===== config.mk =====
export PLATFORM = sky130hd
export DESIGN_NAME = ppt_ports
export DESIGN_NICKNAME = d
export VERILOG_FILES = /design/src/ppt_ports.v
export VERILOG_INCLUDE_DIRS = /design/src
export SDC_FILE = /design/constraint.sdc
export NUM_CORES = 1
export LEC_CHECK = 0
export BUFFER_PORTS_ARGS = -buffer_cell sky130_fd_sc_hd__buf_4
export CAP_MARGIN = 20
export CORE_ASPECT_RATIO = 1.2
export CORE_UTILIZATION = 40
export CTS_BUF_LIST = sky130_fd_sc_hd__clkbuf_8
export DETAILED_ROUTE_END_ITERATION = 16
export HOLD_SLACK_MARGIN = 0.08
export REMOVE_ABC_BUFFERS = 1
export SLEW_MARGIN = 40
export SYNTH_ARGS = -nofsm -noshare
export SYNTH_HDL_FRONTEND = slang
export SYNTH_SLANG_ARGS = --single-unit

===== constraint.sdc =====
create_clock -name pclk -period 2.7 [get_ports pclk]
set_clock_uncertainty 0.05 [all_clocks]
set_input_delay 0.27 -clock pclk [delete_from_list [all_inputs] [get_ports pclk]]
set_output_delay 0.27 -clock pclk [all_outputs]
set_load 0.01 [all_outputs]

===== src/ppt_defs.vh =====
// register map, field positions and reset values for parallel ports c, d and e
`ifndef PPT_DEFS_VH
`define PPT_DEFS_VH
// register indices; byte address is four times the index
`define PPT_IDX_LATCH_C 8'h02
`define PPT_IDX_LATCH_D 8'h03
`define PPT_IDX_DIR_C 8'h06
`define PPT_IDX_DIR_D 8'h07
`define PPT_IDX_LATCH_E 8'h08
`define PPT_IDX_DIR_E 8'h0C
`define PPT_IDX_PERIPH 8'h10
`define PPT_IDX_PINS 8'h11
// direction c register: clock-out enable in bit 7
`define PPT_CLKOUT_BIT 7
`define PPT_CLKOUT_PIN 2
// peripheral control register fields
`define PPT_PF_CHAN_LO 0
`define PPT_PF_CHAN_HI 4
`define PPT_PF_PRESC_LO 5
`define PPT_PF_PRESC_HI 7
`define PPT_PF_SPE 8
`define PPT_PF_SPMST 9
`define PPT_PF_MODF 10
`define PPT_PF_ELS0_LO 11
`define PPT_PF_ELS1_LO 13
`define PPT_PF_SCIEN 15
// first converter channel number served by port d pin 0
`define PPT_CHAN_BASE_D 5'h08
`define PPT_PRESC_EXT 3'h7
`define PPT_PIN_TIMER_EXT_CLOCK_IN 6
`define PPT_RST_DIR 8'h00
`define PPT_RST_PERIPH 16'h0000
`endif


===== src/ppt_ports.v =====
// parallel ports c, d and e with apb register access and pin sharing
`timescale 1ns/10ps
`default_nettype none
`include "ppt_defs.vh"
module ppt_ports #(
   parameter AW = 8
) (
   input wire pclk,
   input wire presetn,
   input wire psel,
   input wire penable,
   input wire pwrite,
   input wire [AW-1:0] paddr,
   input wire [31:0] pwdata,
   input wire [3:0] pstrb,
   output reg [31:0] prdata,
   output reg pready,
   output reg pslverr,
   input wire [4:0] pin_c_in,
   output reg [4:0] pin_c_out,
   output reg [4:0] pin_c_oe_n,
   input wire [6:0] pin_d_in,
   output reg [6:0] pin_d_out,
   output reg [6:0] pin_d_oe_n,
   input wire [7:0] pin_e_in,
   output reg [7:0] pin_e_out,
   output reg [7:0] pin_e_oe_n,
   input wire spi_sck_out,
   input wire spi_sck_oe,
   input wire spi_mosi_out,
   input wire spi_mosi_oe,
   input wire spi_miso_out,
   input wire spi_miso_oe,
   input wire [1:0] tim_ch_out,
   input wire [1:0] tim_ch_oe,
   input wire sci_txd,
   output reg spi_sck_in,
   output reg spi_mosi_in,
   output reg spi_miso_in,
   output reg spi_ss_in,
   output reg [1:0] tim_ch_in,
   output reg sci_rxd,
   output reg timer_ext_clock_in,
   output reg [6:0] converter_input
);
   // register state
   reg [4:0] third_port_latch_q;
   reg [6:0] fourth_port_latch_q;
   reg [7:0] fifth_port_latch_q;
   reg [4:0] dir_c_bits_q;
   reg [6:0] dir_d_bits_q;
   reg [7:0] dir_e_bits_q;
   reg clock_out_enable_q;
   reg [15:0] periph_q;
   // pin synchronisers
   reg [4:0] c_s1_q;
   reg [4:0] c_s2_q;
   reg [6:0] d_s1_q;
   reg [6:0] d_s2_q;
   reg [7:0] e_s1_q;
   reg [7:0] e_s2_q;
   reg clk_div_q;
   wire [4:0] converter_channel_select;
   wire [2:0] timer_prescale_select;
   wire serial_periph_enable;
   wire serial_periph_master;
   wire mode_fault_enable;
   wire [1:0] edge_level_select0;
   wire [1:0] edge_level_select1;
   wire async_serial_enable;
   wire ss_used;
   wire timer_ext_clock_in_sel;
   wire [1:0] tch_used;
   wire [6:0] chan_sel_d;
   wire [7:0] idx;
   wire wr_en;
   reg [31:0] rd_d;
   reg rd_hit_d;
   reg [4:0] c_oe_d;
   reg [4:0] c_out_d;
   reg [7:0] e_oe_d;
   reg [7:0] e_out_d;
   integer i;
   integer j;
   wire [7:0] lat_c_next;
   wire [7:0] lat_d_next;
   wire [7:0] rd_c_w;

   // read mux for a port: latch where direction one, pin where zero
   function [7:0] port_read;
      input [7:0] dir;
      input [7:0] latch;
      input [7:0] pin;
      begin
         port_read = (dir & latch) | (~dir & pin);
      end
   endfunction

   // apply byte strobes to one byte of write data
   function [7:0] strobed;
      input [7:0] old;
      input [31:0] wd;
      input [3:0] st;
      input integer lane;
      begin
         strobed = st[lane] ? wd[lane*8 +: 8] : old;
      end
   endfunction

   assign converter_channel_select = periph_q[`PPT_PF_CHAN_HI:`PPT_PF_CHAN_LO];
   assign timer_prescale_select = periph_q[`PPT_PF_PRESC_HI:`PPT_PF_PRESC_LO];
   assign serial_periph_enable = periph_q[`PPT_PF_SPE];
   assign serial_periph_master = periph_q[`PPT_PF_SPMST];
   assign mode_fault_enable = periph_q[`PPT_PF_MODF];
   assign edge_level_select0 = periph_q[`PPT_PF_ELS0_LO +: 2];
   assign edge_level_select1 = periph_q[`PPT_PF_ELS1_LO +: 2];
   assign async_serial_enable = periph_q[`PPT_PF_SCIEN];
   assign timer_ext_clock_in_sel = (timer_prescale_select == `PPT_PRESC_EXT);
   // slave select owned unless spi off or master without mode fault
   assign ss_used = serial_periph_enable & ~(serial_periph_master & ~mode_fault_enable);
   assign tch_used = {|edge_level_select1, |edge_level_select0};

   genvar g;
   generate
      for (g = 0; g < 7; g = g + 1) begin : g_chan
         assign chan_sel_d[g] = ({27'h0000000, converter_channel_select} ==
                                 (`PPT_CHAN_BASE_D + g));
      end
   endgenerate

   assign idx = {{(10-AW){1'b0}}, paddr[AW-1:2]};
   // a write lands at the access edge, where pready is sampled high
   assign wr_en = psel & penable & pwrite & pready;
   assign lat_c_next = strobed({3'h0, third_port_latch_q}, pwdata, pstrb, 0);
   assign lat_d_next = strobed({1'h0, fourth_port_latch_q}, pwdata, pstrb, 0);
   assign rd_c_w = port_read({3'h0, dir_c_bits_q}, {3'h0, third_port_latch_q},
                             {3'h0, c_s2_q});

   always @(posedge pclk or negedge presetn) begin
      if (!presetn) begin
         c_s1_q <= 5'h00;
         c_s2_q <= 5'h00;
         d_s1_q <= 7'h00;
         d_s2_q <= 7'h00;
         e_s1_q <= 8'h00;
         e_s2_q <= 8'h00;
      end else begin
         c_s1_q <= pin_c_in;
         c_s2_q <= c_s1_q;
         d_s1_q <= pin_d_in;
         d_s2_q <= d_s1_q;
         e_s1_q <= pin_e_in;
         e_s2_q <= e_s1_q;
      end
   end

   // data latches have no reset
   always @(posedge pclk) begin
      if (wr_en && idx == `PPT_IDX_LATCH_C)
         third_port_latch_q <= lat_c_next[4:0];
      if (wr_en && idx == `PPT_IDX_LATCH_D)
         fourth_port_latch_q <= lat_d_next[6:0];
      if (wr_en && idx == `PPT_IDX_LATCH_E)
         fifth_port_latch_q <= strobed(fifth_port_latch_q, pwdata, pstrb, 0);
   end

   always @(posedge pclk or negedge presetn) begin
      if (!presetn) begin
         dir_c_bits_q <= 5'h00;
         clock_out_enable_q <= 1'b0;
         dir_d_bits_q <= 7'h00;
         dir_e_bits_q <= `PPT_RST_DIR;
         periph_q <= `PPT_RST_PERIPH;
      end else if (wr_en) begin
         case (idx)
            `PPT_IDX_DIR_C: begin
               if (pstrb[0]) begin
                  dir_c_bits_q <= pwdata[4:0];
                  clock_out_enable_q <= pwdata[`PPT_CLKOUT_BIT];
               end
            end
            `PPT_IDX_DIR_D: begin
               if (pstrb[0])
                  dir_d_bits_q <= pwdata[6:0];
            end
            `PPT_IDX_DIR_E: begin
               dir_e_bits_q <= strobed(dir_e_bits_q, pwdata, pstrb, 0);
            end
            `PPT_IDX_PERIPH: begin
               periph_q[7:0] <= strobed(periph_q[7:0], pwdata, pstrb, 0);
               periph_q[15:8] <= strobed(periph_q[15:8], pwdata, pstrb, 1);
            end
            default: begin
            end
         endcase
      end
   end

   // read data and answer; every access answers one cycle after setup
   always @* begin
      rd_d = 32'h00000000;
      rd_hit_d = 1'b1;
      case (idx)
         `PPT_IDX_LATCH_C:
            rd_d[4:0] = rd_c_w[4:0];
         `PPT_IDX_LATCH_D: begin
            for (i = 0; i < 7; i = i + 1) begin
               if (chan_sel_d[i] && !dir_d_bits_q[i])
                  rd_d[i] = 1'b0;
               else
                  rd_d[i] = dir_d_bits_q[i] ? fourth_port_latch_q[i] : d_s2_q[i];
            end
         end
         `PPT_IDX_LATCH_E:
            rd_d[7:0] = port_read(dir_e_bits_q, fifth_port_latch_q, e_s2_q);
         `PPT_IDX_DIR_C: begin
            rd_d[4:0] = dir_c_bits_q;
            rd_d[`PPT_CLKOUT_BIT] = clock_out_enable_q;
         end
         `PPT_IDX_DIR_D: rd_d[6:0] = dir_d_bits_q;
         `PPT_IDX_DIR_E: rd_d[7:0] = dir_e_bits_q;
         `PPT_IDX_PERIPH: rd_d[15:0] = periph_q;
         `PPT_IDX_PINS: rd_d[19:0] = {e_s2_q, d_s2_q, c_s2_q};
         default: rd_hit_d = 1'b0;
      endcase
   end

   always @(posedge pclk or negedge presetn) begin
      if (!presetn) begin
         prdata <= 32'h00000000;
         pready <= 1'b0;
         pslverr <= 1'b0;
      end else begin
         pready <= psel & ~pready;
         pslverr <= psel & ~pready & ~rd_hit_d;
         if (psel && !pready && !pwrite)
            prdata <= rd_d;
      end
   end

   // pad drive for port c; pin 2 toggles at half pclk as the registered bus clock
   always @* begin
      c_oe_d = dir_c_bits_q;
      c_out_d = third_port_latch_q;
      if (clock_out_enable_q) begin
         c_oe_d[`PPT_CLKOUT_PIN] = 1'b1;
         c_out_d[`PPT_CLKOUT_PIN] = clk_div_q;
      end
   end

   always @* begin
      e_oe_d = dir_e_bits_q;
      e_out_d = fifth_port_latch_q;
      if (serial_periph_enable) begin
         e_oe_d[7:5] = {spi_sck_oe, spi_mosi_oe, spi_miso_oe};
         e_out_d[7:5] = {spi_sck_out, spi_mosi_out, spi_miso_out};
      end
      if (ss_used) begin
         e_oe_d[4] = 1'b0;
      end
      for (j = 0; j < 2; j = j + 1) begin
         if (tch_used[j]) begin
            e_oe_d[2+j] = tim_ch_oe[j];
            e_out_d[2+j] = tim_ch_out[j];
         end
      end
      if (async_serial_enable) begin
         e_oe_d[1:0] = 2'b01;
         e_out_d[1:0] = {1'b0, sci_txd};
      end
   end

   always @(posedge pclk or negedge presetn) begin
      if (!presetn) begin
         clk_div_q <= 1'b0;
         pin_c_out <= 5'h00;
         pin_c_oe_n <= 5'h1F;
         pin_d_out <= 7'h00;
         pin_d_oe_n <= 7'h7F;
         pin_e_out <= 8'h00;
         pin_e_oe_n <= 8'hFF;
         spi_sck_in <= 1'b0;
         spi_mosi_in <= 1'b0;
         spi_miso_in <= 1'b0;
         spi_ss_in <= 1'b1;
         tim_ch_in <= 2'h0;
         sci_rxd <= 1'b1;
         timer_ext_clock_in <= 1'b0;
         converter_input <= 7'h00;
      end else begin
         clk_div_q <= ~clk_div_q;
         pin_c_out <= c_out_d;
         pin_c_oe_n <= ~c_oe_d;
         pin_d_out <= fourth_port_latch_q;
         // the selected converter channel pin, and pin 6 while the timer takes its external clock, are never driven
         pin_d_oe_n <= ~(dir_d_bits_q & ~chan_sel_d &
                         ~({timer_ext_clock_in_sel, 6'h00}));
         pin_e_out <= e_out_d;
         pin_e_oe_n <= ~e_oe_d;
         spi_sck_in <= e_s2_q[7];
         spi_mosi_in <= e_s2_q[6];
         spi_miso_in <= e_s2_q[5];
         spi_ss_in <= ss_used ? e_s2_q[4] : 1'b1;
         tim_ch_in <= e_s2_q[3:2] & tch_used;
         sci_rxd <= async_serial_enable ? e_s2_q[1] : 1'b1;
         timer_ext_clock_in <= timer_ext_clock_in_sel & d_s2_q[`PPT_PIN_TIMER_EXT_CLOCK_IN];
         converter_input <= d_s2_q & chan_sel_d;
      end
   end
endmodule // ppt_ports
`default_nettype wire


==> results of run 1 <==
==> timing repair <==
| action | CTS | global route |
|---|---|---|
| hold buffers | 50 | 0 |
| endpoints found under the setup margin | 0 | 0 |
| endpoints found under the hold margin | 145 | 0 |
==> per-layer routing <==
layer | part of all wire | GRT usage
met1 | 0.42 | 0.256
met5 | 0 | 0
met2 | 0.51 | 0.340
met3 | 0.050 | 0.0536
met4 | 0.018 | 0.0855
==> cell usage after synthesis, types with 9 or more instances <==
library cell | number | area, um^2
dfrtp_1 | 133 | 3330
mux2_2 | 45 | 507
nand2_1 | 30 | 113
nor2_1 | 29 | 109
dfstp_2 | 22 | 578
edfxtp_1 | 20 | 601
o21ai_0 | 20 | 100
buf_4 | 14 | 105
clkbuf_1 | 14 | 52.6
inv_1 | 13 | 48.8
a221oi_1 | 12 | 105
mux2i_1 | 12 | 120
nand3_1 | 11 | 55.1
a211oi_1 | 9 | 67.6
==> worst paths after layout <==
kind | from | end | slack (ns) | cells past startpoint
max | pwrite | dir_c_bits_q[3] | 0.62 | 6
min | paddr[6] | prdata[7] | 0.22 | 4
max reg2reg | pready | dir_c_bits_q[3] | 0.71 | 4
min reg2reg | d_s1_q[6] | d_s2_q[6] | 0.30 | 0
max in group asynchronous | presetn | pin_d_oe_n[1] | 1.39 | 3
min in group asynchronous | presetn | e_s2_q[1] | 0.34 | 2
==> tightest hold or removal path, cell delays in order <==
cell	delay (ns)
buf_4	0.14
nor4b_1	0.07
nand4b_1	0.12
a31oi_1	0.08
==> sequential cells by signal, summed over array words and instances (netlist names), 8 cells and up <==
signal,count
e_s2_q,8
fifth_port_latch_q,8
pin_e_out,8
e_s1_q,8
prdata,20
pin_e_oe_n,8
dir_e_bits_q,8
periph_q,16
==> cell type report <==
| cell class | instances | area share |
|---|---|---|
| clock buffers | 21 | 0.0329 |
| repair buffers | 201 | 0.186 |
| flip-flops and latches | 175 | 0.512 |
| inverters | 13 | 0.00555 |
| multi-input cells | 281 | 0.225 |
| well taps | 212 | 0.0302 |
| clock inverters | 11 | 0.00754 |
==> logic make-up (layout without fill, tap and decap cells) <==
| group | count (synthesis) | in the layout | share of synthesized area |
|---|---|---|---|
| buffers and inverters | 47 | 246 | 0.0352 |
| other | 1 | 12 | 0.000562 |
| and+or+nand+nor | 143 | 143 | 0.124 |
| muxes | 57 | 57 | 0.0939 |
| DFF | 175 | 175 | 0.675 |
| AOI/OAI and AO/OA | 69 | 69 | 0.0716 |
==> through the flow <==
step | worst slack [ns] | cell area (um^2) | util | hold slack [ns]
after floorplan | 0.403 | 6530 | - | -0.0756
after global placement | 0.340 | 7940 | 0.488 | 0.268
after detailed placement | 0.302 | 7940 | 0.488 | 0.277
after CTS | 0.672 | 8800 | 0.541 | 0.182
after global routing | 0.615 | 8800 | 0.541 | 0.215
final | 0.622 | 8800 | 0.541 | 0.223
==> power by group through the flow <==
| stage | combinational [mW] | clock (mW) | sequential, mW |
|---|---|---|---|
| after CTS | 0.407 | 1.67 | 2.78 |
| after global routing | 0.441 | 1.79 | 2.79 |
| after global placement | 0.341 | 0 | 2.83 |
| after detailed placement | 0.347 | 0 | 2.83 |
| after floorplan | 0.0893 | 0 | 2.83 |
| final | 0.403 | 1.62 | 2.78 |
==> impl_metrics.yaml, run 1 <==
outcome:
  outcome: "complete, no violations"
global_routing:
  vias_in_the_first_global_route: 4700
  antenna_violations_before_repair: 0
  pin_count_of_the_biggest_net_entering_global_routing: 75
  grt_first_pass_wirelength_um: 25800
  tot_gr_track_use: 0.206
  grt_overflow: 0
yosys:
  synth-edff-count: 20
  synth_warnings: 0
  synth.ff_latch_count: 175
  synth_cell_type_count: 50
  synth-seq-area-share: 0.675
  syn-instance-count: 492
  syn-mean-instance-area_um2: 13.6
  async_flop_share: 0.886
  synth_area_um2: 6680
  synth_flop_cell: "dfrtp_1"
final_layout:
  mostFrequentLayoutCell: "buf_4"
  num-nets-final: 769
  finish.cell_count_without_fillers: 914
  num_antenna_cells: 0
  layout_common_cells: "150 x buf_4, 133 x dfrtp_1, 50 x dlygate4sd3_1, 45 x mux2_2, 30 x nand2_1"
  footprint_of_the_multi_input_gates_um2: 1980
  area_delta_synth_final_pct: 31.7
  drive_above_1_share: 0.377
  final.fill_count: 1433
  seq_area_um2: 4510
clock_network:
  cts_made_buffers: 17
  max-clock-path-buffers: 2
  tritoncts: "yes"
  clock_sinks: 175
  post_cts_resize_count: 0
  clkLatencyLatePin_ns: 0.45
  cts-root-buf: "clkbuf_8"
  cts-htree-levels: 4
  postCtsSetupBuffers: 0
  cts.reportedPaths.clkPinSlew_ns: 0.08
critical_path:
  crit_end_category: "flip-flop"
  setup.worst_path.start_class: "input port"
  cpPeakStageDelay_ns: 0.56
  critical_path_arrival_ns: 2.37
  path_cells: "dlygate4sd3_1, buf_4, and4_1, and2_1, nand4b_1, mux2_2"
  critical_path.max_fanout: 6
  critPathKind: "in2reg"
  timing.critical_path.max_delay_family: "simple AND/OR/NAND/NOR gates"
  cpMaxStageDelayCell: "dlygate4sd3_1"
  critical_path.n_buffers_inverters: 2
  cp.required_ns: 2.99
detailed_routing:
  detailroute.via_count: 4631
  route.final.wire_length_um: 16900
  detailed_route_vias_per_instance: 5.07
  route.detailed.wl_per_inst_um: 18.5
  first_pass_iteration_count_of_the_detailed_router: 4
  remaining_drc_errors: 0
  final_antenna_net_count: 0
  first_iter_violations: 324
timing:
  finalCriticalPeriod_ns: 2.08
  slew_headroom: 0.565
  finalHoldViolCount: 0
  worst_pin_slew_ns: 0.652
  maxSlewViolCount: 0
  finalSetupViolations: 0
  finalSetupTns_ns: 0
  period_share: 0.770
  grt_setup_unrepaired: "false"
  max_freq_mhz: 481
place:
  dp.final_hpwl_um: 12000
  dpl.cell_count: 832
  globalplace.congestion: 0.867
  io_buffers: 136
pwr:
  swShare: 0.239
  p_leak_nw: 3.91
  cellPowerDensity_nw_per_um2: 546
  post-layout-total-power_mw: 4.80
  clock_network_fraction_of_total_power: 0.338
  power.share.sequential: 0.578
  netSwitchingPower_mw: 1.15
  internal_power_mw: 3.65
  power_frac_comb: 0.084
  ir_drop_mv: 0.287
die:
  initial_utilization: 0.410
  rows: 51
  die-width_um: 120
  fp.dieH_um: 144
  core_footprint_um2: 16300
  io_pins: 169
  area_of_the_die_um2: 17200
worst_hold_path:
  hp-class: "in2reg"
job:
  max_cap_violations: 0
Note: power is estimated with default switching activity, not from simulation.
==> run 2: changes to the inputs <==
clock period = 2.2 ns   (was 2.7 ns; I/O delays follow)
==> run 2 against run 1 <==
  * Global-route usage is 0.42 points higher
  * Sequential power grew 23%
  * Sequential share of layout area fell by 0.97 points
  * Combinational power increased by 24%
  * Total power grew 34%
  * Cell count is 0.66% higher
  * Clock power grew 54%
  * First-iteration DRC count fell by 2.2%
  * Die area did not move
  * Critical path depth decreased by 1
  * Critical path type unchanged
  * Critical endpoint is now fourth_port_latch_q[2]
  * Largest power group unchanged
==> impl_metrics.yaml, run 2 (synthesized netlist as in run 1, its figures left out) <==
outcome:
  outcome: "complete, no violations"
timing:
  slew_headroom: 0.626
  max_freq_mhz: 546
  final.hold.worst_slack_ns: 0.198
  grt_setup_unrepaired: "false"
  finalSetupViolations: 0
  worst_slack_ns: 0.369
  finalHoldViolCount: 0
  maxSlewViolCount: 0
  worst_pin_slew_ns: 0.547
  finalCriticalPeriod_ns: 1.83
  period_share: 0.832
pwr:
  p_leak_nw: 4.01
  power.share.sequential: 0.532
  netSwitchingPower_mw: 1.41
  post-layout-total-power_mw: 6.41
  internal_power_mw: 5.01
  ir_drop_mv: 0.481
  clock_network_fraction_of_total_power: 0.390
  power_frac_comb: 0.078
  cellPowerDensity_nw_per_um2: 715
  swShare: 0.219
die:
  initial_utilization: 0.410
  die-width_um: 120
  fp.dieH_um: 144
  core_footprint_um2: 16300
  io_pins: 169
  area_of_the_die_um2: 17200
  rows: 51
global_routing:
  tot_gr_track_use: 0.210
  vias_in_the_first_global_route: 4756
  global_route.usage.met3: 0.0429
  grt_use_met2: 0.349
  grt_first_pass_wirelength_um: 26400
  antenna_violations_before_repair: 0
  grt_overflow: 0
  busiest_layer: "met2"
  globalRouteMet1Util: 0.260
  pin_count_of_the_biggest_net_entering_global_routing: 58
clock_network:
  postCtsSetupBuffers: 0
  cts.reportedPaths.clkPinSlew_ns: 0.08
  cts-htree-levels: 4
  clock_sinks: 175
  cts_hold_repair.buffers: 49
  cts_made_buffers: 17
  post_cts_resize_count: 0
  tritoncts: "yes"
  cts-root-buf: "clkbuf_8"
  clkLatencyLatePin_ns: 0.46
  max-clock-path-buffers: 2
place:
  io_buffers: 136
  dpl_worst_slack_ns: 0.121
  dpl.cell_count: 839
  dp.final_hpwl_um: 12200
  globalplace.congestion: 0.835
detailed_routing:
  first_iter_violations: 317
  route.detailed.wl_per_inst_um: 18.4
  first_pass_iteration_count_of_the_detailed_router: 4
  remaining_drc_errors: 0
  final_antenna_net_count: 0
  detailroute.via_count: 4638
  detailed_route_vias_per_instance: 5.04
  route.final.wire_length_um: 16900
critical_path:
  critical_path_arrival_ns: 1.88
  cp.required_ns: 2.25
  setup.worst_path.start_class: "input port"
  cpPeakStageDelay_ns: 0.55
  cpMaxStageDelayCell: "dlygate4sd3_1"
  critical_path.n_buffers_inverters: 2
  timing.critical_path.max_delay_family: "simple AND/OR/NAND/NOR gates"
  critical_path.max_fanout: 7
  critPathKind: "in2reg"
  critPathMostFrequentCell: "and2_1"
  path_cells: "dlygate4sd3_1, buf_4, and4_1, and2_1, and2_1"
  crit_end_category: "flip-flop"
final_layout:
  max_flop_register: "prdata"
  finish.utilization: 0.551
  area_delta_synth_final_pct: 34.3
  drive_above_1_share: 0.381
  reg.largest.list: "prdata x20, periph_q x16"
  largest_register_ff_count: 20
  layout_common_cells: "155 x buf_4, 133 x dfrtp_1, 49 x dlygate4sd3_1, 45 x mux2_2, 30 x nand2_1"
  finish.cell_count_without_fillers: 920
  num-nets-final: 775
  num_antenna_cells: 0
  mostFrequentLayoutCell: "buf_4"
worst_hold_path:
  hp-class: "in2reg"
job:
  max_cap_violations: 0
## run 2: cell types whose count changed in the layout (fill, tap and decap cells not counted)
cell,change
buf_4,+5
bufinv_16,+5
clkinv_2,-4
buf_12,+2
clkbuf_8,-2
clkinvlp_4,-2
inv_1,+2
dlygate4sd3_1,-1
inv_4,+1
## run 2: power by group through the flow
stage | Clock [mW] | Combinational [mW] | Sequential (mW)
final | 2.50 | 0.500 | 3.41
after global routing | 2.71 | 0.549 | 3.42
after CTS | 2.57 | 0.506 | 3.41
after detailed placement | 0 | 0.435 | 3.47
after global placement | 0 | 0.428 | 3.47
after floorplan | 0 | 0.110 | 3.48
## run 2: path summary, 6_finish.rpt
check,startpoint,to,slack (ns),cells past startpoint
max,psel,fourth_port_latch_q[2],0.37,5
min,pwrite,prdata[19],0.20,5
max reg2reg,pready,fourth_port_latch_q[2],0.37,3
min reg2reg,c_s1_q[1],c_s2_q[1],0.30,0
max in group asynchronous,presetn,pin_d_oe_n[4],1.13,3
min in group asynchronous,presetn,e_s2_q[1],0.23,2
## run 2: worst register-to-register path, stage by stage (launching register included)
cell and delay (ns):
dfrtp_1 0.39, and4_1 0.27, and2_1 0.30, and2_1 0.45
## run 2: cell type report
class | count | area, um^2
fillers | 1358 | 7310
well taps | 212 | 265
inverters | 13 | 48.8
repair buffers | 207 | 1710
multi-input cells | 281 | 1980
clock inverters | 13 | 195
flip-flops and latches | 175 | 4510
clock buffers | 19 | 262
## run 2: per-layer routing
metal / wire [um] / vias up
met1: 7030 / 2309
met2: 8500 / 145
met5: 0 / -
li1: - / 2156
met4: 489 / 0
met3: 899 / 28
## run 2: per-stage QoR
step | setup TNS, ns | cell area, um^2
final | 0 | 8970
after detailed placement | 0 | 8020
after global routing | 0 | 8970
after global placement | 0 | 8020
after floorplan | -0.372 | 6530
after CTS | 0 | 8970
==> run 3: changes to the inputs <==
clock period = 1.8 ns   (was 2.2 ns; I/O delays follow)
==> run 3 against run 2 <==
  * Clock power up 9.6%
  * Wire length rose by 2.0%
  * First-iteration DRC count grew 12%
  * Largest power group unchanged
==> impl_metrics.yaml, run 3 (synthesized netlist as in run 1, its figures left out) <==
clock_network:
  clkLatencyLatePin_ns: 0.47
  cts-htree-levels: 4
  cts_made_buffers: 17
  clock_sinks: 175
  max-clock-path-buffers: 2
  tritoncts: "yes"
  cts-root-buf: "clkbuf_8"
  postCtsSetupBuffers: 0
  cts.reportedPaths.clkPinSlew_ns: 0.09
timing:
  maxSlewViolCount: 0
  worst_slack_ns: 0.115
  slew_headroom: 0.651
  worst_pin_slew_ns: 0.516
  finalCriticalPeriod_ns: 1.68
  grt_setup_unrepaired: "false"
  finalSetupViolations: 0
  max_freq_mhz: 594
  finalHoldViolCount: 0
  period_share: 0.936
critical_path:
  critical_path.max_fanout: 8
  critical_path.reg2reg.endpoint: "dir_e_bits_q[0]"
  ff2ff_path_depth: 5
  critical_path_arrival_ns: 2.00
  setup.worst_path.start_class: "flip-flop"
  crit_end_category: "flip-flop"
  reg_to_reg_critical_path_startpoint: "pready"
  cp.required_ns: 2.11
  rrSetupSlack_ns: 0.12
  critPathKind: "reg2reg"
global_routing:
  pin_count_of_the_biggest_net_entering_global_routing: 56
  grt_overflow: 0
  grt_first_pass_wirelength_um: 26700
  tot_gr_track_use: 0.212
  antenna_violations_before_repair: 0
  vias_in_the_first_global_route: 4894
final_layout:
  largest_register_ff_count: 20
  reg.largest.list: "prdata x20, periph_q x16"
  final.fill_count: 1378
  finish.utilization: 0.558
  drive_above_1_share: 0.399
  num_antenna_cells: 0
  mostFrequentLayoutCell: "buf_4"
  max_flop_register: "prdata"
  num-nets-final: 796
  area_delta_synth_final_pct: 35.9
  footprint_of_the_multi_input_gates_um2: 1990
  layout_common_cells: "176 x buf_4, 133 x dfrtp_1, 49 x dlygate4sd3_1, 45 x mux2_2, 30 x nand2_1"
  seq_area_um2: 4510
pwr:
  ir_drop_mv: 0.608
  cellPowerDensity_nw_per_um2: 832
  p_leak_nw: 4.09
  post-layout-total-power_mw: 7.55
die:
  area_of_the_die_um2: 17200
  core_footprint_um2: 16300
  fp.dieH_um: 144
  initial_utilization: 0.410
  io_pins: 169
  die-width_um: 120
  rows: 51
detailed_routing:
  route.detailed.wl_per_inst_um: 18.3
  detailroute.via_count: 4775
  first_pass_iteration_count_of_the_detailed_router: 5
  first_iter_violations: 355
  route.final.wire_length_um: 17300
  remaining_drc_errors: 0
  final_antenna_net_count: 0
  detailed_route_vias_per_instance: 5.07
outcome:
  outcome: "complete, no violations"
job:
  max_cap_violations: 0
place:
  io_buffers: 136
  dpl_worst_slack_ns: -0.209
  dp.final_hpwl_um: 12600
  globalplace.congestion: 0.860
worst_hold_path:
  hp-class: "in2async"
run 3: cell count changes in the layout (fill, tap and decap cells not counted), sizes merged:
cell / change
buf: +21
bufinv: -2
clkbuf: -1
clkinv: +1
clkinvlp: +2
run 3: worst max-delay path, cell delays in order, from the launching register on:
cell	delay, ns
dfrtp_1	0.44
and4_1	0.21
and2_1	0.21
buf_4	0.17
nand3_4	0.14
mux2_2	0.35
run 3: final cells by class:
class / count / share of cell area
Clock buffer: 18 / 0.0273
Clock inverter: 14 / 0.0167
Inverter: 13 / 0.00538
Multi-Input combinational cell: 281 / 0.219
Sequential cell: 175 / 0.497
Tap cell: 212 / 0.0292
Timing Repair Buffer: 228 / 0.205
run 3: metrics by stage:
stage | cells | hold WS, ns | cell area (um^2) | TNS [ns]
floorplan | 469 | -0.166 | 6530 | -6.17
CTS | 941 | 0.0848 | 9070 | 0
global placement | 860 | 0.0184 | 8180 | -3.51
detailed placement | 860 | 0.0207 | 8180 | -5.03
global route | 941 | 0.106 | 9070 | 0
finish | 941 | 0.0881 | 9070 | 0
run 3: worst max path at each step:
| stage | cells past startpoint | start | slack [ns] | endpoint |
|---|---|---|---|---|
| global route | 5 | pready | 0.01 | prdata[14] |
| global placement | 6 | paddr[4] | -0.13 | prdata[6] |
| finish | 5 | pready | 0.12 | dir_e_bits_q[0] |
| detailed placement | 6 | paddr[4] | -0.21 | prdata[6] |
| CTS | 5 | pready | 0.03 | periph_q[4] |
| floorplan | 2 | paddr[6] | -0.41 | fifth_port_latch_q[0] |
run 3: power breakdown:
part / switching [mW] / internal (mW)
clock: 1.36 / 1.38
sequential: 0.0687 / 4.10
combinational: 0.314 / 0.322
run 3: what timing repair did:
action                                 CTS  global route
gates resized for setup                  0             2
endpoints found under the hold margin  228             0
hold buffers                            49             0
setup endpoints to repair                0            18
run 3: metal layers:
layer,global-route usage,share of wire,wire (um)
met1,0.261,0.41,7150
met3,0.0520,0.050,856
met4,0.0914,0.028,488
met5,0,0,0
met2,0.355,0.51,8760
